[config.mk]
export PLATFORM = sky130hd
export DESIGN_NAME = nfc_native_fifo
export DESIGN_NICKNAME = d
export VERILOG_FILES = /design/src/core/nfc_pkg.sv /design/src/core/nfc_fifo_buf.sv /design/src/core/nfc_native_fifo.sv
export SDC_FILE = /design/constraint.sdc
export NUM_CORES = 1
export LEC_CHECK = 0
export BUFFER_PORTS_ARGS = -buffer_cell sky130_fd_sc_hd__clkbuf_2
export CAP_MARGIN = 25
export CORE_MARGIN = 5
export CORE_UTILIZATION = 44
export DETAILED_ROUTE_END_ITERATION = 12
export SKIP_LAST_GASP = 1
export SLEW_MARGIN = 10
export SYNTH_ARGS = -nofsm -noshare
export SYNTH_HDL_FRONTEND = slang
export SYNTH_SLANG_ARGS = --single-unit
[constraint.sdc]
create_clock -name CLK_I -period 5.74 [get_ports CLK_I]
set_input_delay 1.148 -clock CLK_I [delete_from_list [all_inputs] [get_ports CLK_I]]
set_output_delay 1.148 -clock CLK_I [all_outputs]
set_load 0.005 [all_outputs]
[src/core/nfc_pkg.sv]
// Shared constants and types for the native FIFO block.
package nfc_pkg;
  localparam int MIN_PORT_WIDTH = 1;
  localparam int MAX_PORT_WIDTH = 1024;
  localparam int MAX_COUNT_WIDTH = 18;
  localparam int MIN_DBIT_ECC_WIDTH = 2;
  localparam int MIN_DEPTH = 2;
  localparam int DEF_DEPTH = 4;
  localparam int DEF_WIDTH = 8;
  localparam int DEF_COUNT_WIDTH = 3;
  localparam int RST_SYNC_STAGES = 2;
  localparam bit DEF_FULL_RST_VAL = 1'b1;
  localparam bit EMPTY_RST_VAL = 1'b1;

  typedef enum logic [1:0] {
    NFC_INJ_NONE,
    NFC_INJ_SINGLE,
    NFC_INJ_DOUBLE,
    NFC_INJ_BOTH
  } nfc_inj_t;

  typedef struct packed {
    logic full;
    logic empty;
    logic valid;
    logic wr_ack;
    logic overflow;
    logic underflow;
  } nfc_flags_t;
endpackage

[src/core/nfc_fifo_buf.sv]
// Storage FIFO with gray-coded pointers and valid/ready on both sides.
`timescale 1ns/1ns
module nfc_fifo_buf #(
  parameter int WIDTH = nfc_pkg::DEF_WIDTH,
  parameter int DEPTH = nfc_pkg::DEF_DEPTH,
  localparam int AW = $clog2(DEPTH),
  localparam int CW = $clog2(DEPTH + 1)
) (
  input wire logic clk_i, // Clock.
  input wire logic rst_n_i, // Synchronous reset, active low.
  input wire logic in_valid_i, // Word offered.
  output logic in_ready_o, // Space available.
  input wire logic [WIDTH-1:0] in_data_i, // Word to store.
  output logic out_valid_o, // Head word present.
  input wire logic out_ready_i, // Head word taken.
  output logic [WIDTH-1:0] out_data_o, // Head word.
  output logic [CW-1:0] count_o // Words held.
);
  import nfc_pkg::*;

  localparam logic [AW:0] FULL_MASK = (AW + 1)'(3) << (AW - 1);

  logic [WIDTH-1:0] mem [DEPTH];
  logic [AW:0] wr_bin_ff, rd_bin_ff, wr_gray_ff, rd_gray_ff;
  logic [AW:0] nxt_wr_bin, nxt_rd_bin, nxt_wr_gray, nxt_rd_gray;
  logic [CW-1:0] count_ff, nxt_count;
  logic push, pop;

  // Flags are compared in gray code so that a split-clock build can sample them safely.
  assign in_ready_o = wr_gray_ff != (rd_gray_ff ^ FULL_MASK); // RULE14
  assign out_valid_o = wr_gray_ff != rd_gray_ff; // RULE14
  assign out_data_o = mem[rd_bin_ff[AW-1:0]];
  assign count_o = count_ff;
  assign push = in_valid_i & in_ready_o;
  assign pop = out_valid_o & out_ready_i;

  always_comb begin
    nxt_wr_bin = wr_bin_ff + (AW + 1)'(push);
    nxt_rd_bin = rd_bin_ff + (AW + 1)'(pop);
    nxt_wr_gray = nxt_wr_bin ^ (nxt_wr_bin >> 1); // RULE14
    nxt_rd_gray = nxt_rd_bin ^ (nxt_rd_bin >> 1); // RULE14
    nxt_count = count_ff + CW'(push) - CW'(pop);
    if (!rst_n_i) begin
      nxt_wr_bin = '0;
      nxt_rd_bin = '0;
      nxt_wr_gray = '0;
      nxt_rd_gray = '0;
      nxt_count = '0;
    end
  end

  always_ff @(posedge clk_i) begin
    wr_bin_ff <= nxt_wr_bin;
    rd_bin_ff <= nxt_rd_bin;
    wr_gray_ff <= nxt_wr_gray;
    rd_gray_ff <= nxt_rd_gray;
    count_ff <= nxt_count;
  end

  // Storage has no reset; only words behind the write pointer are ever read.
  always_ff @(posedge clk_i) begin
    if (push) begin
      mem[wr_bin_ff[AW-1:0]] <= in_data_i; // RULE13
    end
  end

  a_gray_one_step: assert property (@(posedge clk_i) disable iff (!rst_n_i) // RULE14
    $changed(wr_gray_ff) && $past(rst_n_i) |-> $onehot(wr_gray_ff ^ $past(wr_gray_ff)))
    else $error("write pointer gray code moved more than one bit");
  a_depth_legal: assert property (@(posedge clk_i) // RULE13
    DEPTH >= MIN_DEPTH && (DEPTH & (DEPTH - 1)) == 0)
    else $error("depth must be a power of two of at least two");
endmodule // nfc_fifo_buf

[src/core/nfc_native_fifo.sv]
// Native write/read FIFO with width conversion, status flags and reset handling.
// Notes on behaviour
// RULE1 - A write while full is refused and nothing is stored.
// RULE2 - A read while empty is refused and the output word holds.
// RULE3 - During reset neither writes nor reads are taken.
// RULE4 - The writer drives write enable from this block's clock.
// RULE5 - The reader drives read enable from this block's clock.
// RULE6 - Reset sync on stretches the release internally; off uses the reset directly.
// RULE7 - Fill count output width can be set from 1 to 18 bits.
// RULE8 - Write data width can be set from 1 to 1024 bits.
// RULE9 - Read data width can be set independently from 1 to 1024 bits; the code needs one width to divide the other.
// RULE10 - Double-bit error injection needs both data widths above one bit.
// RULE11 - Output word takes a configured reset value of read width.
// RULE12 - Full flag reset value is configurable as 0 or 1.
// RULE13 - Words leave in write order with no loss or duplication.
// RULE14 - Pointers are gray coded before full and empty are derived; FULL_O and EMPTY_O use the binary fill count, only the storage flags use gray.
`timescale 1ns/1ns
module nfc_native_fifo #(
  parameter int DIN_WIDTH = nfc_pkg::DEF_WIDTH,
  parameter int DOUT_WIDTH = nfc_pkg::DEF_WIDTH,
  parameter int DEPTH = nfc_pkg::DEF_DEPTH,
  parameter int DATA_COUNT_WIDTH = nfc_pkg::DEF_COUNT_WIDTH,
  parameter logic [DOUT_WIDTH-1:0] DOUT_RST_VAL = '0,
  parameter bit FULL_FLAGS_RST_VAL = nfc_pkg::DEF_FULL_RST_VAL,
  parameter bit ENABLE_RST_SYNC = 1'b1,
  parameter bit COMMON_CLOCK = 1'b1,
  parameter nfc_pkg::nfc_inj_t ERROR_INJECTION_TYPE = nfc_pkg::NFC_INJ_NONE
) (
  input wire logic CLK_I, // System clock, 100 MHz.
  input wire logic RST_N_I, // Synchronous reset, active low.
  input wire logic WR_EN_I, // Write request.
  input wire logic [DIN_WIDTH-1:0] DIN_I, // Write word.
  output logic FULL_O, // No room for a write.
  output logic WR_ACK_O, // Previous cycle's write was taken.
  output logic OVERFLOW_O, // Previous cycle's write was refused.
  input wire logic RD_EN_I, // Read request.
  output logic [DOUT_WIDTH-1:0] DOUT_O, // Read word.
  output logic EMPTY_O, // Nothing to read.
  output logic VALID_O, // DOUT_O holds a fresh word.
  output logic UNDERFLOW_O, // Previous cycle's read was refused.
  output logic [DATA_COUNT_WIDTH-1:0] DATA_COUNT_O // Stored words.
);
  import nfc_pkg::*;

  // Storage words are as wide as the wider port, so the wide side always moves whole words.
  // The narrow side steps through lanes; a one-bit lane counter is kept even when it never moves.
  localparam int SW = (DIN_WIDTH > DOUT_WIDTH) ? DIN_WIDTH : DOUT_WIDTH;
  localparam int WR_LANES = SW / DIN_WIDTH;
  localparam int RD_LANES = SW / DOUT_WIDTH;
  localparam int WLW = (WR_LANES > 1) ? $clog2(WR_LANES) : 1;
  localparam int RLW = (RD_LANES > 1) ? $clog2(RD_LANES) : 1;
  localparam int CW = $clog2(DEPTH + 1);
  localparam logic [CW-1:0] DEPTH_C = CW'(DEPTH);
  localparam logic [WLW-1:0] WR_LAST = WLW'(WR_LANES - 1);
  localparam logic [RLW-1:0] RD_LAST = RLW'(RD_LANES - 1);

  // Reset handling.
  logic [RST_SYNC_STAGES-1:0] rst_sync_ff, nxt_rst_sync;
  logic rst_n;

  always_comb begin
    nxt_rst_sync = '0;
    if (RST_N_I) begin
      nxt_rst_sync = {rst_sync_ff[RST_SYNC_STAGES-2:0], 1'b1};
    end
  end

  always_ff @(posedge CLK_I) begin
    rst_sync_ff <= nxt_rst_sync;
  end

  // A release that falls just before an edge still costs two full cycles of idle time.
  // Entry into reset is immediate; only the release is delayed by the chain.
  assign rst_n = ENABLE_RST_SYNC ? (RST_N_I & rst_sync_ff[RST_SYNC_STAGES-1]) : RST_N_I; // RULE6

  // Request acceptance.
  nfc_flags_t flags_ff, nxt_flags;
  logic wr_acc, rd_acc, push, pop;
  logic [WLW-1:0] wlane_ff, nxt_wlane;
  logic [RLW-1:0] rlane_ff, nxt_rlane;
  logic [SW-1:0] pack_ff, nxt_pack, buf_head;
  logic [CW-1:0] buf_count, nxt_cnt;
  logic [DOUT_WIDTH-1:0] dout_ff, nxt_dout, rd_word;
  logic [DATA_COUNT_WIDTH-1:0] dc_ff, nxt_dc, dc_of_cnt;
  logic buf_in_ready, buf_out_valid;

  // A request that misses its edge is simply refused; nothing is queued for a retry.
  // Requests are sampled as-is: the partners drive them from CLK_I.
  assign wr_acc = rst_n & WR_EN_I & ~flags_ff.full; // RULE1 RULE3 RULE4
  assign rd_acc = rst_n & RD_EN_I & ~flags_ff.empty; // RULE2 RULE3 RULE5
  assign push = wr_acc & (wlane_ff == WR_LAST);
  assign pop = rd_acc & (rlane_ff == RD_LAST);
  assign rd_word = buf_head[rlane_ff * DOUT_WIDTH +: DOUT_WIDTH]; // RULE9 RULE13

  // Write side packs narrow words, low lane first, into one storage word.
  always_comb begin
    nxt_pack = pack_ff;
    nxt_wlane = wlane_ff;
    if (wr_acc) begin
      nxt_pack[wlane_ff * DIN_WIDTH +: DIN_WIDTH] = DIN_I; // RULE8 RULE13
      nxt_wlane = (wlane_ff == WR_LAST) ? '0 : wlane_ff + 1'b1;
    end
    if (!rst_n) begin
      nxt_pack = '0;
      nxt_wlane = '0;
    end
  end

  // Read side hands out a wide word one lane at a time, low lane first.
  always_comb begin
    nxt_rlane = rlane_ff;
    nxt_dout = dout_ff;
    if (rd_acc) begin
      nxt_rlane = (rlane_ff == RD_LAST) ? '0 : rlane_ff + 1'b1;
      nxt_dout = rd_word; // RULE13
    end
    if (!rst_n) begin
      nxt_rlane = '0;
      nxt_dout = DOUT_RST_VAL; // RULE11
    end
  end

  // The fill count is at least as wide as needed or narrower; narrower keeps the top bits.
  // A narrow count therefore reads as a coarse fill level and never wraps.
  generate
    if (DATA_COUNT_WIDTH >= CW) begin : g_dc_wide
      assign dc_of_cnt = DATA_COUNT_WIDTH'(nxt_cnt); // RULE7
    end else begin : g_dc_narrow
      assign dc_of_cnt = nxt_cnt[CW-1 -: DATA_COUNT_WIDTH]; // RULE7
    end
  endgenerate

  // Flags are computed one cycle ahead so that they are registered and still exact.
  always_comb begin
    nxt_cnt = buf_count + CW'(push) - CW'(pop);
    nxt_dc = dc_of_cnt;
    nxt_flags.full = nxt_cnt == DEPTH_C; // RULE1
    nxt_flags.empty = nxt_cnt == '0; // RULE2
    nxt_flags.valid = rd_acc;
    nxt_flags.wr_ack = wr_acc;
    // Refusals are not reported in reset, but a partner that keeps asking through reset sees underflow,
    // and overflow if FULL_FLAGS_RST_VAL is 1, on the first edge after release from the reset-valued flags.
    nxt_flags.overflow = rst_n & WR_EN_I & flags_ff.full; // RULE1
    nxt_flags.underflow = rst_n & RD_EN_I & flags_ff.empty; // RULE2
    if (!rst_n) begin
      nxt_dc = '0;
      nxt_flags.full = FULL_FLAGS_RST_VAL; // RULE12
      nxt_flags.empty = EMPTY_RST_VAL;
    end
  end

  always_ff @(posedge CLK_I) begin
    pack_ff <= nxt_pack;
    wlane_ff <= nxt_wlane;
    rlane_ff <= nxt_rlane;
    dout_ff <= nxt_dout;
    dc_ff <= nxt_dc;
    flags_ff <= nxt_flags;
  end

  assign FULL_O = flags_ff.full;
  assign EMPTY_O = flags_ff.empty;
  assign VALID_O = flags_ff.valid;
  assign WR_ACK_O = flags_ff.wr_ack;
  assign OVERFLOW_O = flags_ff.overflow;
  assign UNDERFLOW_O = flags_ff.underflow;
  assign DOUT_O = dout_ff;
  assign DATA_COUNT_O = dc_ff;

  // Passing the last lane through saves a cycle of latency against a second pack stage.
  // The last lane goes straight to storage; earlier lanes come from the pack register.
  logic [SW-1:0] buf_in_data;
  always_comb begin
    buf_in_data = pack_ff;
    buf_in_data[wlane_ff * DIN_WIDTH +: DIN_WIDTH] = DIN_I;
  end

  // The storage sees the internal reset so that its pointers clear together with the flags.
  nfc_fifo_buf #(
    .WIDTH(SW),
    .DEPTH(DEPTH)
  ) u_buf (
    .clk_i(CLK_I),
    .rst_n_i(rst_n),
    .in_valid_i(push),
    .in_ready_o(buf_in_ready),
    .in_data_i(buf_in_data),
    .out_valid_o(buf_out_valid),
    .out_ready_i(pop),
    .out_data_o(buf_head),
    .count_o(buf_count)
  );

  // Checks.
  a_full_refuses: assert property (@(posedge CLK_I) disable iff (!rst_n) // RULE1
    WR_EN_I && FULL_O |-> !push ##1 !WR_ACK_O && OVERFLOW_O)
    else $error("write taken while full");
  a_empty_refuses: assert property (@(posedge CLK_I) disable iff (!rst_n) // RULE2
    RD_EN_I && EMPTY_O |=> !VALID_O && UNDERFLOW_O && $stable(DOUT_O))
    else $error("read taken while empty");
  a_reset_blocks: assert property (@(posedge CLK_I) // RULE3
    !rst_n |=> !WR_ACK_O && !VALID_O && EMPTY_O && DATA_COUNT_O == '0)
    else $error("access or stale state after reset cycle");
  a_sync_release: assert property (@(posedge CLK_I) // RULE6
    ENABLE_RST_SYNC && $rose(RST_N_I) |-> !rst_n ##1 (!rst_n || !RST_N_I))
    else $error("reset released without synchroniser delay");
  a_sync_legal: assert property (@(posedge CLK_I) // RULE6
    ENABLE_RST_SYNC || !COMMON_CLOCK)
    else $error("unsynchronised reset needs independent clocks");
  a_count_width: assert property (@(posedge CLK_I) // RULE7
    DATA_COUNT_WIDTH >= MIN_PORT_WIDTH && DATA_COUNT_WIDTH <= MAX_COUNT_WIDTH)
    else $error("fill count width out of range");
  a_din_width: assert property (@(posedge CLK_I) // RULE8
    DIN_WIDTH >= MIN_PORT_WIDTH && DIN_WIDTH <= MAX_PORT_WIDTH && SW % DIN_WIDTH == 0)
    else $error("write width out of range or not a lane ratio");
  a_dout_width: assert property (@(posedge CLK_I) // RULE9
    DOUT_WIDTH >= MIN_PORT_WIDTH && DOUT_WIDTH <= MAX_PORT_WIDTH && SW % DOUT_WIDTH == 0)
    else $error("read width out of range or not a lane ratio");
  a_ecc_width: assert property (@(posedge CLK_I) // RULE10
    (ERROR_INJECTION_TYPE != NFC_INJ_DOUBLE && ERROR_INJECTION_TYPE != NFC_INJ_BOTH)
    || (DIN_WIDTH >= MIN_DBIT_ECC_WIDTH && DOUT_WIDTH >= MIN_DBIT_ECC_WIDTH))
    else $error("double-bit injection needs widths above one");
  a_dout_rst_value: assert property (@(posedge CLK_I) // RULE11
    !rst_n ##1 !rst_n |-> DOUT_O == DOUT_RST_VAL)
    else $error("output word lost its reset value");
  a_full_rst_value: assert property (@(posedge CLK_I) // RULE12
    !rst_n |=> FULL_O == FULL_FLAGS_RST_VAL)
    else $error("full flag wrong in reset");
  a_read_delivers: assert property (@(posedge CLK_I) disable iff (!rst_n) // RULE13
    rd_acc |=> VALID_O && DOUT_O == $past(rd_word))
    else $error("read word not delivered next cycle");
  a_empty_tracks: assert property (@(posedge CLK_I) disable iff (!rst_n) // RULE14
    $past(rst_n) |-> EMPTY_O == (buf_count == '0) && EMPTY_O == !buf_out_valid)
    else $error("empty flag disagrees with stored count");
  a_full_tracks: assert property (@(posedge CLK_I) disable iff (!rst_n) // RULE1
    $past(rst_n) |-> FULL_O == !buf_in_ready)
    else $error("full flag disagrees with storage");

  // Each status pulse names one outcome, and only a matching request can cause it.
  a_ack_or_over: assert property (@(posedge CLK_I) disable iff (!rst_n) // RULE1
    !(WR_ACK_O && OVERFLOW_O))
    else $error("write both acknowledged and refused");
  a_valid_or_under: assert property (@(posedge CLK_I) disable iff (!rst_n) // RULE2
    !(VALID_O && UNDERFLOW_O))
    else $error("read both delivered and refused");
  a_overflow_cause: assert property (@(posedge CLK_I) disable iff (!rst_n) // RULE1
    OVERFLOW_O |-> $past(WR_EN_I) && $past(FULL_O))
    else $error("overflow without a refused write");
  a_underflow_cause: assert property (@(posedge CLK_I) disable iff (!rst_n) // RULE2
    UNDERFLOW_O |-> $past(RD_EN_I) && $past(EMPTY_O))
    else $error("underflow without a refused read");
  a_ack_cause: assert property (@(posedge CLK_I) disable iff (!rst_n) // RULE1
    WR_ACK_O |-> $past(WR_EN_I) && !$past(FULL_O))
    else $error("write acknowledged without room");
  a_valid_cause: assert property (@(posedge CLK_I) disable iff (!rst_n) // RULE2
    VALID_O |-> $past(RD_EN_I) && !$past(EMPTY_O))
    else $error("word delivered without a read");
  a_write_taken: assert property (@(posedge CLK_I) disable iff (!rst_n) // RULE1
    WR_EN_I && !FULL_O |=> WR_ACK_O && !OVERFLOW_O)
    else $error("write with room not acknowledged");
  a_read_taken: assert property (@(posedge CLK_I) disable iff (!rst_n) // RULE2
    RD_EN_I && !EMPTY_O |=> VALID_O && !UNDERFLOW_O)
    else $error("read with data not delivered");
  a_dout_holds: assert property (@(posedge CLK_I) disable iff (!rst_n) // RULE2 RULE13
    $past(rst_n) && !VALID_O |-> $stable(DOUT_O))
    else $error("output word changed without a read");

  // Level flags, the fill count and the storage must tell the same story.
  a_not_full_empty: assert property (@(posedge CLK_I) disable iff (!rst_n) // RULE1
    $past(rst_n) |-> !(FULL_O && EMPTY_O))
    else $error("full and empty at once");
  a_full_count: assert property (@(posedge CLK_I) disable iff (!rst_n) // RULE1
    $past(rst_n) |-> FULL_O == (buf_count == DEPTH_C))
    else $error("full flag disagrees with stored count");
  a_count_bound: assert property (@(posedge CLK_I) disable iff (!rst_n) // RULE7
    DATA_COUNT_O <= DEPTH)
    else $error("fill count above depth");
  a_count_empty: assert property (@(posedge CLK_I) disable iff (!rst_n) // RULE7
    EMPTY_O |-> DATA_COUNT_O == '0)
    else $error("fill count not zero while empty");
  a_push_has_room: assert property (@(posedge CLK_I) disable iff (!rst_n) // RULE1
    push |-> buf_in_ready)
    else $error("storage offered a word it cannot hold");
  a_pop_has_word: assert property (@(posedge CLK_I) disable iff (!rst_n) // RULE2
    pop |-> buf_out_valid)
    else $error("storage asked for a word it does not hold");
  a_lane_range: assert property (@(posedge CLK_I) disable iff (!rst_n) // RULE8
    wlane_ff <= WR_LAST && rlane_ff <= RD_LAST)
    else $error("lane counter beyond last lane");

  // Reset drops any partly packed or partly read word and reports no refusals.
  a_reset_quiet: assert property (@(posedge CLK_I) // RULE3
    !rst_n |=> !OVERFLOW_O && !UNDERFLOW_O)
    else $error("refusal reported during reset");
  a_pack_clear: assert property (@(posedge CLK_I) // RULE3
    !rst_n |=> wlane_ff == '0 && rlane_ff == '0)
    else $error("partial word survived reset");

  c_fill_up: cover property (@(posedge CLK_I) disable iff (!rst_n) $rose(FULL_O));
  c_drain: cover property (@(posedge CLK_I) disable iff (!rst_n) $fell(FULL_O) ##[1:20] EMPTY_O);
  c_both: cover property (@(posedge CLK_I) disable iff (!rst_n) wr_acc && rd_acc);
  c_underflow: cover property (@(posedge CLK_I) disable iff (!rst_n) UNDERFLOW_O);
  c_overflow: cover property (@(posedge CLK_I) disable iff (!rst_n) OVERFLOW_O);
endmodule // nfc_native_fifo

==> results of run 1 <==
[power breakdown]
part	internal [mW]	switching (mW)	total, mW
Sequential	0.481	0.00146	0.482
Combinational	0.00430	0.00707	0.0114
Clock	0.287	0.163	0.451
[layer usage]
layer  vias up  share of wire (%)  track usage (%)
met1       639                 42            15.03
li1        656                  -                -
met2        27                 51            21.52
met4         0               0.85            7.456
met3         4                5.4            5.429
met5         -                  0                0
[cell families (layout without fill, tap and decap cells)]
kind of cell / count (synthesis) / in the layout / share of synthesized area, %
DFF: 64 / 64 / 66.39
xor gates and xnor gates: 17 / 17 / 6.172
muxes: 8 / 8 / 7.469
buffers and inverters: 8 / 46 / 2.023
AOI/OAI and AO/OA: 11 / 11 / 2.904
and+or+nand+nor: 51 / 51 / 10.79
adders and majority gates: 7 / 7 / 4.253
[state kept, by name (all words and copies together) (netlist names)]
signal / count
u_buf.wr_gray_ff: 3
u_buf.rd_gray_ff: 3
u_buf.count_o: 3
WR_ACK_O: 1
u_buf.wr_bin_ff: 2
DATA_COUNT_O: 3
FULL_O: 1
DOUT_O: 8
OVERFLOW_O: 1
VALID_O: 1
EMPTY_O: 1
UNDERFLOW_O: 1
u_buf.mem: 32
u_buf.rd_bin_ff: 2
rst_sync_ff: 2
[worst paths after layout]
check | from | endpoint | slack [ps] | depth (start not counted)
setup / recovery | RST_N_I | u_buf.count_o[2] | 2680 | 9
hold / removal | rst_sync_ff[0] | rst_sync_ff[1] | 450 | 1
setup reg to reg | rst_sync_ff[1] | u_buf.count_o[2] | 3190 | 8
hold reg to reg | rst_sync_ff[0] | rst_sync_ff[1] | 450 | 1
[area by class of cell]
type | count | area, um2 | area share (%)
well taps | 72 | 90.09 | 3.176
clock buffers | 10 | 127.6 | 4.499
inverters | 2 | 7.507 | 0.2647
flip-flops and latches | 64 | 1602 | 56.46
repair buffers | 28 | 140.1 | 4.940
clock inverters | 6 | 107.6 | 3.794
multi-input cells | 94 | 762.0 | 26.86
[cell usage in the layout, fill, tap and decap left out, drive strengths merged, types with 3 or more instances in the layout]
cell    count
xor2        9
clkinv      3
dfxtp      32
ha          5
and2        5
edfxtp     32
mux4        8
nor2       11
xnor2       8
bufinv      3
clkbuf     38
and3        8
nand2      19
o21ai       9
[critical path, cell delays in order]
cell and delay [ps]:
clkbuf_2 200, and4b_1 630, o31a_2 330, xor2_1 160, ha_1 160, inv_1 50, fa_1 370, xnor2_1 160
nor2_1 50
[stage by stage]
stage               power (mW)  hold WS, ps  util, %
floorplan               0.4956        411.9        -
global placement        0.5029        423.1    48.13
detailed placement      0.5035        433.0    48.13
CTS                     0.9551        450.8    52.48
global route            0.9826        467.6    52.48
finish                  0.9438        447.9    52.48
==> load_flow_metrics.sql, run 1 <==
INSERT INTO impl_metrics (metric_group, metric, value, unit) VALUES
('status', 'run_status', 'finished clean', ''),
('timing', 'final_hold_viol_count', '0', ''),
('synthesis', 'synth_top_cell_by_area', 'edfxtp_1', ''),
('timing', 'timing.setup.tns', '0', 'ps'),
('floorplanning', 'floorplan_die_area', '0.007064', 'mm2'),
('timing', 'timing.max_slew.rel_slack', '50.13', '%'),
('synthesis', 'ys_seq_area_share', '66.39', '%'),
('placement', 'place_congestion', '0.7233', ''),
('placement', 'dp_cells', '260', ''),
('cts', 'cts_tree', 'done', ''),
('drt', 'iter_0_drt_violations', '71', ''),
('timing', 'drv_slew', '0', ''),
('critical_path', 'timing.critical_path.arrival', '3270', 'ps'),
('cts', 'worstSkewPairLatency', '330', 'ps'),
('pwr', 'vdd_ir_drop_max', '0.0001651', 'V'),
('final_layout', 'fill_cells', '494', ''),
('critical_path', 'worst_path_fanout_max', '20', ''),
('synthesis', 'post_synth_inst_count', '166', ''),
('floorplanning', 'die-height', '84.05', 'um'),
('pwr', 'cellPowerDensity', '332.7', 'mW/mm2'),
('drt', 'drcViolationCount', '0', ''),
('critical_path', 'required', '5950', 'ps'),
('cts', 'post_cts_hold_buffer_count', '0', ''),
('pwr', 'power.leakage', '1.130', 'nW'),
('job', 'max_cap_viol_count', '0', ''),
('synthesis', 'synth_common_cells', '32 x dfxtp_1, 32 x edfxtp_1, 19 x nand2_1', ''),
('synthesis', 'synth_flop_cell', 'edfxtp_1', ''),
('timing', 'rsz0062_at_grt', 'false', ''),
('cts', 'cts_root_buffer', 'clkbuf_8', ''),
('cts', 'cts_setup_buffers', '0', ''),
('synthesis', 'synth_edf_count', '32', ''),
('synthesis', 'post_synth_num_cell_types', '25', ''),
('drt', 'routedWlPerCell', '14.86', 'um'),
('critical_path', 'worstSetupPathType', 'primary input to flop', ''),
('synthesis', 'ys_async_sr_fraction', '0', '%'),
('drt', 'drt-vias-per-instance', '4.804', ''),
('timing', 'final_setup_margin', '2679', 'ps'),
('global_routing', 'global_route_wire_length_before_repair', '6989', 'um'),
('global_routing', 'grt_start_max_net_pins', '21', ''),
('timing', 'finalCriticalPeriod', '3061', 'ps'),
('synthesis', 'syn-num-nets', '185', ''),
('timing', 'setup_viol_count_final', '0', ''),
('cts', 'cts_buffers', '9', ''),
('cts', 'post_cts.resized_instances', '0', ''),
('synthesis', 'synth.ff_latch_count', '64', ''),
('drt', 'final_routed_wirelength', '4100', 'um'),
('cts', 'cts_buffer_depth', '2', ''),
('floorplanning', 'initial_core_util', '44.63', '%'),
('cts', 'htreeDepth', '3', ''),
('min_path', 'worst_hold_path_type', 'flop to flop', ''),
('placement', 'placement.io_buffers', '28', ''),
('synthesis', 'count_of_warnings_emitted_by_yosys', '0', ''),
('timing', 'worstMarginPinSlew', '745.4', 'ps'),
('final_layout', 'n_antenna_cell', '0', ''),
('global_routing', 'antenna_found_initial', '0', ''),
('final_layout', 'design_area', '0.002836', 'mm2'),
('final_layout', 'layout_area_growth_over_synthesis', '17.58', '%'),
('drt', 'detail_route.first_pass.iterations', '4', ''),
('timing', 'finalCritPeriodShare', '53.33', '%'),
('final_layout', 'finalNonFillerCells', '276', ''),
('final_layout', 'finish.net_count', '218', ''),
('critical_path', 'end_kind', 'flop', ''),
('floorplanning', 'std_cell_rows', '27', ''),
('timing', 'worst_clock_skew', '5.724', 'ps'),
('synthesis', 'synth.top_cell.area_share', '39.83', '%'),
('global_routing', 'leftover_overflow_at_the_end_of_global_routing', '0', ''),
('floorplanning', 'core', '0.005405', 'mm2'),
('synthesis', 'ys_top_cells_by_area', 'edfxtp_1 40%, dfxtp_1 27%, mux4_2 7.5%', ''),
('final_layout', 'layout-drive-gt1-share', '26.47', '%'),
('synthesis', 'avgSynthCellArea', '14.53', 'um2'),
('cts', 'clkTransAtPathRegs', '70', 'ps'),
('drt', 'detailroute.via_count', '1326', ''),
('global_routing', 'global_route.usage.total', '13.39', '%'),
('cts', 'clock_sink_count', '64', ''),
('global_routing', 'number_of_global_route_vias_before_repair', '1419', ''),
('timing', 'max_freq', '326.7', 'MHz'),
('floorplanning', 'io_pins', '29', ''),
('critical_path', 'crit_path_start_kind', 'primary input', ''),
('drt', 'ant_nets', '0', ''),
('placement', 'placement.cell_area', '0.002601', 'mm2'),
('floorplanning', 'die_w', '84.05', 'um'),
('synthesis', 'syn-cell-area', '0.002412', 'mm2'),
('placement', 'dpl_worst_slack', '2335', 'ps');
No activity file was read; power rests on OpenSTA's default activity.
==> inputs of run 2 (changes only) <==
Settings changed: PLACE_DENSITY from default to 0.66.
Clock period 5.74 ns to 2.8 ns, I/O delays scaled along.
==> run 2 against run 1 <==
Effect of this change:
- sequential share of layout area grew 0.81 points
- global-route usage shrank 0.53 points
- count of clock-buffer cells in the layout shrank 1
- flip-flop and latch count is the same
- sequential power grew 100%
- die area is the same
- via count grew 2.7%
- critical endpoint unchanged
- clock power grew 49%
- largest cell class unchanged
- wire length shrank 2.1%
- worst setup slack lost 1900 ps
- register-to-register slack lost 2400 ps
- critical path depth shrank 1
==> load_flow_metrics.sql, run 2 (synthesis gave the netlist of run 1 again) <==
INSERT INTO impl_metrics (metric_group, metric, value, unit) VALUES
('cts', 'cts_setup_buffers', '0', ''),
('timing', 'finalCritPeriodShare', '72.52', '%'),
('global_routing', 'number_of_global_route_vias_before_repair', '1412', ''),
('floorplanning', 'io_pins', '29', ''),
('cts', 'cts_root_buffer', 'clkbuf_8', ''),
('drt', 'detailroute.via_count', '1362', ''),
('timing', 'finalCriticalPeriod', '2031', 'ps'),
('cts', 'clock_sink_count', '64', ''),
('global_routing', 'grt_start_max_net_pins', '19', ''),
('critical_path', 'critical_path.reg2reg.startpoint', 'rst_sync_ff[1]', ''),
('global_routing', 'global_route.usage.total', '12.86', '%'),
('global_routing', 'leftover_overflow_at_the_end_of_global_routing', '0', ''),
('cts', 'post_cts_hold_buffer_count', '0', ''),
('floorplanning', 'core', '0.005405', 'mm2'),
('min_path', 'worst_hold_path_type', 'flop to flop', ''),
('timing', 'setup_viol_count_final', '0', ''),
('placement', 'placement.io_buffers', '28', ''),
('critical_path', 'crit_path_start_kind', 'flop', ''),
('critical_path', 'worst-r2r-setup-slack', '770', 'ps'),
('final_layout', 'layout_area_growth_over_synthesis', '15.92', '%'),
('status', 'run_status', 'finished clean', ''),
('min_path', 'number_of_instances_on_the_worst_hold_path', '1', ''),
('cts', 'clkTransAtPathRegs', '70', 'ps'),
('final_layout', 'n_antenna_cell', '0', ''),
('timing', 'rsz0062_at_grt', 'false', ''),
('final_layout', 'layout-drive-gt1-share', '28.02', '%'),
('pwr', 'power.leakage', '1.107', 'nW'),
('cts', 'post_cts.resized_instances', '0', ''),
('timing', 'drv_slew', '0', ''),
('drt', 'top_layer_used', 'met4', ''),
('floorplanning', 'die-height', '84.05', 'um'),
('cts', 'cts_buffers', '9', ''),
('drt', 'route.met3.wl', '210', 'um'),
('drt', 'wl_met2', '1808', 'um'),
('critical_path', 'rr_worst_depth', '8', ''),
('timing', 'worst_clock_skew', '7.174', 'ps'),
('drt', 'detail_route.first_pass.iterations', '4', ''),
('timing', 'final_hold_viol_count', '0', ''),
('drt', 'drt-vias-per-instance', '4.882', ''),
('critical_path', 'crit_path_top_delay_cell', 'dfxtp_1', ''),
('cts', 'htreeDepth', '3', ''),
('critical_path', 'max_stage_delay', '470', 'ps'),
('cts', 'cts_buffer_depth', '2', ''),
('global_routing', 'antenna_found_initial', '0', ''),
('pwr', 'vdd_ir_drop_max', '0.0003602', 'V'),
('placement', 'place_congestion', '0.7166', ''),
('timing', 'timing.max_slew.rel_slack', '55.15', '%'),
('critical_path', 'worstPathCellList', 'and4b_1, o31a_2, xor2_1, ha_1, inv_1, fa_1, xnor2_1, nor2_1', ''),
('drt', 'ant_nets', '0', ''),
('critical_path', 'r2r_end', 'u_buf.count_o[2]', ''),
('final_layout', 'number_of_flip_flops_in_the_largest_register', '32', ''),
('drt', 'drcViolationCount', '0', ''),
('floorplanning', 'floorplan_die_area', '0.007064', 'mm2'),
('pwr', 'cellPowerDensity', '601.6', 'mW/mm2'),
('floorplanning', 'initial_core_util', '44.63', '%'),
('final_layout', 'most-common-layout-cells', '32 x dfxtp_1, 32 x edfxtp_1, 28 x clkbuf_2', ''),
('min_path', 'worstHoldEndpoint', 'rst_sync_ff[1]', ''),
('timing', 'timing.setup.tns', '0', 'ps'),
('critical_path', 'required', '3010', 'ps'),
('timing', 'hold_slack', '433.5', 'ps'),
('drt', 'routedWlPerCell', '14.38', 'um'),
('min_path', 'hold_start', 'rst_sync_ff[0]', ''),
('critical_path', 'worstSetupPathType', 'flop to flop', ''),
('drt', 'm1WireLength', '1919', 'um'),
('critical_path', 'worst_path_fanout_max', '9', ''),
('placement', 'dp.final_hpwl', '2865', 'um'),
('floorplanning', 'die_w', '84.05', 'um'),
('drt', 'iter_0_drt_violations', '101', ''),
('job', 'max_cap_viol_count', '0', ''),
('timing', 'worstMarginPinSlew', '671.8', 'ps'),
('global_routing', 'global_route_wire_length_before_repair', '7044', 'um'),
('final_layout', 'finish.net_count', '221', ''),
('floorplanning', 'std_cell_rows', '27', ''),
('critical_path', 'end_kind', 'flop', ''),
('critical_path', 'timing.critical_path.arrival', '2240', 'ps'),
('timing', 'max_freq', '492.5', 'MHz'),
('cts', 'cts_tree', 'done', ''),
('drt', 'final_routed_wirelength', '4013', 'um'),
('cts', 'worstSkewPairLatency', '330', 'ps'),
('final_layout', 'fill_cells', '462', '');
## run 2: cell types whose count changed in the layout (fill, tap and decap cells not counted), sizes merged
cell	delta
bufinv	-3
clkinv	+1
clkinvlp	+3
buf	+3
clkbuf	-1
## run 2: cell type report
class | count | area, um2 | area share (%)
Sequential cell | 64 | 1602 | 57.27
Timing Repair Buffer | 31 | 162.7 | 5.817
Inverter | 2 | 7.507 | 0.2685
Clock inverter | 7 | 48.80 | 1.745
Clock buffer | 9 | 123.9 | 4.430
Multi-Input combinational cell | 94 | 762.0 | 27.25
Tap cell | 72 | 90.09 | 3.221
## run 2: worst max-delay path: cells and delay by family, from the launching register on
kind,cells,cell delay (ps)
DFF,1,470
xor gates and xnor gates,2,320
and+or+nand+nor,2,340
AOI/OAI and AO/OA,1,220
buffers and inverters,1,50
adders and majority gates,2,530
## run 2: power by group
group	leakage (nW)	switching [mW]	internal, mW	total [mW]
Clock	0.0789	0.353	0.318	0.671
Combinational	0.482	0.0149	0.00891	0.0238
Sequential	0.546	0.00281	0.985	0.988
## run 2: routing by layer
layer,global-route usage (%),vias up
met5,0,-
met4,5.702,0
met3,3.850,7
met2,18.79,37
met1,17.61,656
li1,-,662
## run 2: worst max-delay path by stage
| stage | cells after the start | from | to | slack, ps |
|---|---|---|---|---|
| after floorplan | 9 | RST_N_I | FULL_O | 570 |
| after global placement | 9 | RST_N_I | u_buf.count_o[2] | 500 |
| after detailed placement | 8 | RST_N_I | EMPTY_O | 480 |
| after CTS | 7 | rst_sync_ff[1] | EMPTY_O | 760 |
| after global routing | 7 | rst_sync_ff[1] | EMPTY_O | 610 |
| final | 8 | rst_sync_ff[1] | u_buf.count_o[2] | 770 |
## run 2: stage by stage
stage / instances / instance area [um2] / util (%) / power (mW) / setup slack (ps)
4_1_cts: 279 / 2796 / 51.74 / 1.702 / 758.7
6_report: 279 / 2796 / 51.74 / 1.682 / 769.3
5_1_grt: 279 / 2796 / 51.74 / 1.756 / 613.7
3_3_place_gp: 263 / 2624 / 48.54 / 1.032 / 502.9
3_5_place_dp: 263 / 2624 / 48.54 / 1.033 / 476.2
2_1_floorplan: 166 / 2412 / - / 1.016 / 566.4
==> inputs of run 3 (changes only) <==
Clock period 2.8 ns to 1.64 ns, I/O delays scaled along.
==> run 3 against run 2 <==
Effect of this change:
- the run now ends with setup timing left
- critical path depth stayed put
- count of clock-buffer cells in the layout is 3 higher
- maximum frequency is 4.5% higher
- non-clock buffer count is 20 higher
- die area stayed put
==> load_flow_metrics.sql, run 3 (synthesis gave the netlist of run 1 again) <==
INSERT INTO impl_metrics (metric_group, metric, value, unit) VALUES
('status', 'run_status', 'finished with violations', ''),
('status', 'failed_checks', 'setup timing', ''),
('placement', 'place_congestion', '0.8095', ''),
('pwr', 'part_of_the_power_in_combinational_logic', '1.6', '%'),
('cts', 'htreeDepth', '3', ''),
('cts', 'cts_buffer_depth', '2', ''),
('pwr', 'vdd_ir_drop_max', '0.0004855', 'V'),
('pwr', 'power.switching_fraction', '19.30', '%'),
('timing', 'rsz0062_at_grt', 'true', ''),
('critical_path', 'worstSetupPathType', 'flop to flop', ''),
('min_path', 'hold_start', 'DIN_I[7]', ''),
('placement', 'placement.cell_area', '0.002833', 'mm2'),
('drt', 'iter_0_drt_violations', '74', ''),
('global_routing', 'number_of_global_route_vias_before_repair', '1477', ''),
('final_layout', 'layout_area_growth_over_synthesis', '31.69', '%'),
('min_path', 'worst_hold_path_type', 'primary input to flop', ''),
('final_layout', 'fill_cells', '430', ''),
('floorplanning', 'std_cell_rows', '27', ''),
('global_routing', 'global_route.usage.total', '13.24', '%'),
('critical_path', 'required', '1860', 'ps'),
('floorplanning', 'die_w', '84.05', 'um'),
('critical_path', 'max_stage_delay', '380', 'ps'),
('timing', 'finalCritPeriodShare', '118.4', '%'),
('drt', 'drt-vias-per-instance', '4.729', ''),
('timing', 'max_freq', '514.8', 'MHz'),
('final_layout', 'design_area', '0.003177', 'mm2'),
('cts', 'cts_root_buffer', 'clkbuf_8', ''),
('final_layout', 'n_antenna_cell', '0', ''),
('final_layout', 'utilization_of_the_core_after_routing', '58.77', '%'),
('floorplanning', 'die-height', '84.05', 'um'),
('cts', 'post_cts_hold_buffer_count', '0', ''),
('drt', 'detailroute.via_count', '1414', ''),
('drt', 'final_routed_wirelength', '4245', 'um'),
('floorplanning', 'initial_core_util', '44.63', '%'),
('global_routing', 'global_route_wire_length_before_repair', '6927', 'um'),
('timing', 'finalCriticalPeriod', '1943', 'ps'),
('cts', 'clkTransAtPathRegs', '60', 'ps'),
('global_routing', 'antenna_found_initial', '0', ''),
('critical_path', 'worstPathCellList', 'xor2_2, o31a_2, xor2_1, ha_1, inv_1, fa_1, xnor2_1, nor2_1', ''),
('pwr', 'p_sw', '0.5734', 'mW'),
('final_layout', 'finalNonFillerCells', '299', ''),
('critical_path', 'crit_path_top_delay_cell', 'fa_1', ''),
('final_layout', 'layout_commonest_cell', 'edfxtp_1', ''),
('floorplanning', 'floorplan_die_area', '0.007064', 'mm2'),
('placement', 'dp.final_hpwl', '3107', 'um'),
('global_routing', 'leftover_overflow_at_the_end_of_global_routing', '0', ''),
('floorplanning', 'io_pins', '29', ''),
('critical_path', 'critical_path.n_buffers_inverters', '1', ''),
('critical_path', 'timing.critical_path.max_delay_family', 'adder cells', ''),
('pwr', 'power', '2.971', 'mW'),
('timing', 'hold_slack', '211.1', 'ps'),
('final_layout', 'layout-drive-gt1-share', '45.81', '%'),
('pwr', 'power.leakage', '1.225', 'nW'),
('final_layout', 'finish.net_count', '241', ''),
('timing', 'setup_viol_count_final', '46', ''),
('final_layout', 'most-common-layout-cells', '32 x edfxtp_1, 28 x clkbuf_2, 26 x dfxtp_1', ''),
('timing', 'final_setup_margin', '-302.5', 'ps'),
('timing', 'timing.max_slew.rel_slack', '69.00', '%'),
('critical_path', 'end_kind', 'flop', ''),
('critical_path', 'crit_path_start_kind', 'flop', ''),
('floorplanning', 'core', '0.005405', 'mm2'),
('cts', 'cts_buffers', '9', ''),
('placement', 'dp_cells', '278', ''),
('global_routing', 'grt_start_max_net_pins', '18', ''),
('critical_path', 'critical_path.reg2reg.startpoint', 'u_buf.rd_gray_ff[2]', ''),
('timing', 'worst_clock_skew', '3.608', 'ps'),
('critical_path', 'timing.critical_path.arrival', '2160', 'ps'),
('critical_path', 'worst_setup_path_startpoint', 'u_buf.rd_gray_ff[2]', ''),
('placement', 'placement.io_buffers', '28', ''),
('drt', 'routedWlPerCell', '14.20', 'um'),
('job', 'max_cap_viol_count', '0', ''),
('timing', 'final_hold_viol_count', '0', ''),
('timing', 'worstMarginPinSlew', '465.1', 'ps'),
('timing', 'drv_slew', '0', ''),
('pwr', 'power.internal', '2.397', 'mW'),
('pwr', 'clock_power_share', '41.6', '%'),
('pwr', 'flop_pwr_share', '56.8', '%'),
('final_layout', 'number_of_flip_flops_in_the_largest_register', '32', ''),
('cts', 'clock_sink_count', '64', ''),
('drt', 'drcViolationCount', '0', ''),
('drt', 'ant_nets', '0', ''),
('critical_path', 'worst_path_fanout_max', '2', ''),
('cts', 'worstSkewPairLatency', '340', 'ps'),
('pwr', 'cellPowerDensity', '935.2', 'mW/mm2'),
('cts', 'cts_tree', 'done', ''),
('drt', 'detail_route.first_pass.iterations', '4', '');
## run 3: cell types whose count changed in the layout (fill, tap and decap cells not counted), sizes merged
cell and delta:
clkbuf +3, bufinv +1, clkinvlp -3, buf +20
clkinv -1
## run 3: final timing paths
| check | end | slack (ps) | depth (start not counted) |
|---|---|---|---|
| max reg2reg | u_buf.count_o[2] | -300 | 8 |
| max | u_buf.count_o[2] | -300 | 8 |
| min | u_buf.mem[1][7] | 210 | 1 |
| min reg2reg | DOUT_O[1] | 450 | 2 |
## run 3: metal layers
layer	track usage, %	up-vias	share of wire (%)
li1	-	698	-
met1	15.16	674	42
met2	20.44	31	49
met3	4.837	11	5.8
met4	9.211	0	3.4
met5	0	-	0
## run 3: what timing repair did
| action | in CTS | in global routing |
|---|---|---|
| setup endpoints to repair | 46 | 47 |
| setup buffers | 5 | 1 |
| resized for setup | 24 | 5 |
| cloned | 0 | 0 |
| endpoints found under the hold margin | 0 | 0 |
| pin swaps | 8 | 7 |
## run 3: final cells by class
class                   count  area [um2]  share of cell area, %
multi-input cells          94       932.1                  29.34
clock buffers              12       135.1                  4.254
inverters                   2       7.507                 0.2363
clock inverters             4       45.04                  1.418
well taps                  72       90.09                  2.836
repair buffers             51       357.8                  11.26
flip-flops and latches     64        1609                  50.65
## run 3: power groups by stage
| stage | Sequential (mW) | Clock (mW) | Combinational, mW |
|---|---|---|---|
| global placement | 1.72 | 0 | 0.0452 |
| global route | 1.69 | 1.35 | 0.0547 |
| CTS | 1.69 | 1.28 | 0.0487 |
| detailed placement | 1.72 | 0 | 0.0479 |
| floorplan | 1.72 | 0 | 0.0163 |
| finish | 1.69 | 1.24 | 0.0481 |
## run 3: through the flow
stage | TNS, ps | setup slack [ps]
2_1_floorplan | -1368 | -267.7
3_3_place_gp | -6455 | -292.3
3_5_place_dp | -8104 | -358.5
4_1_cts | -8527 | -252.6
5_1_grt | -10420 | -373.5
6_report | -7411 | -302.5
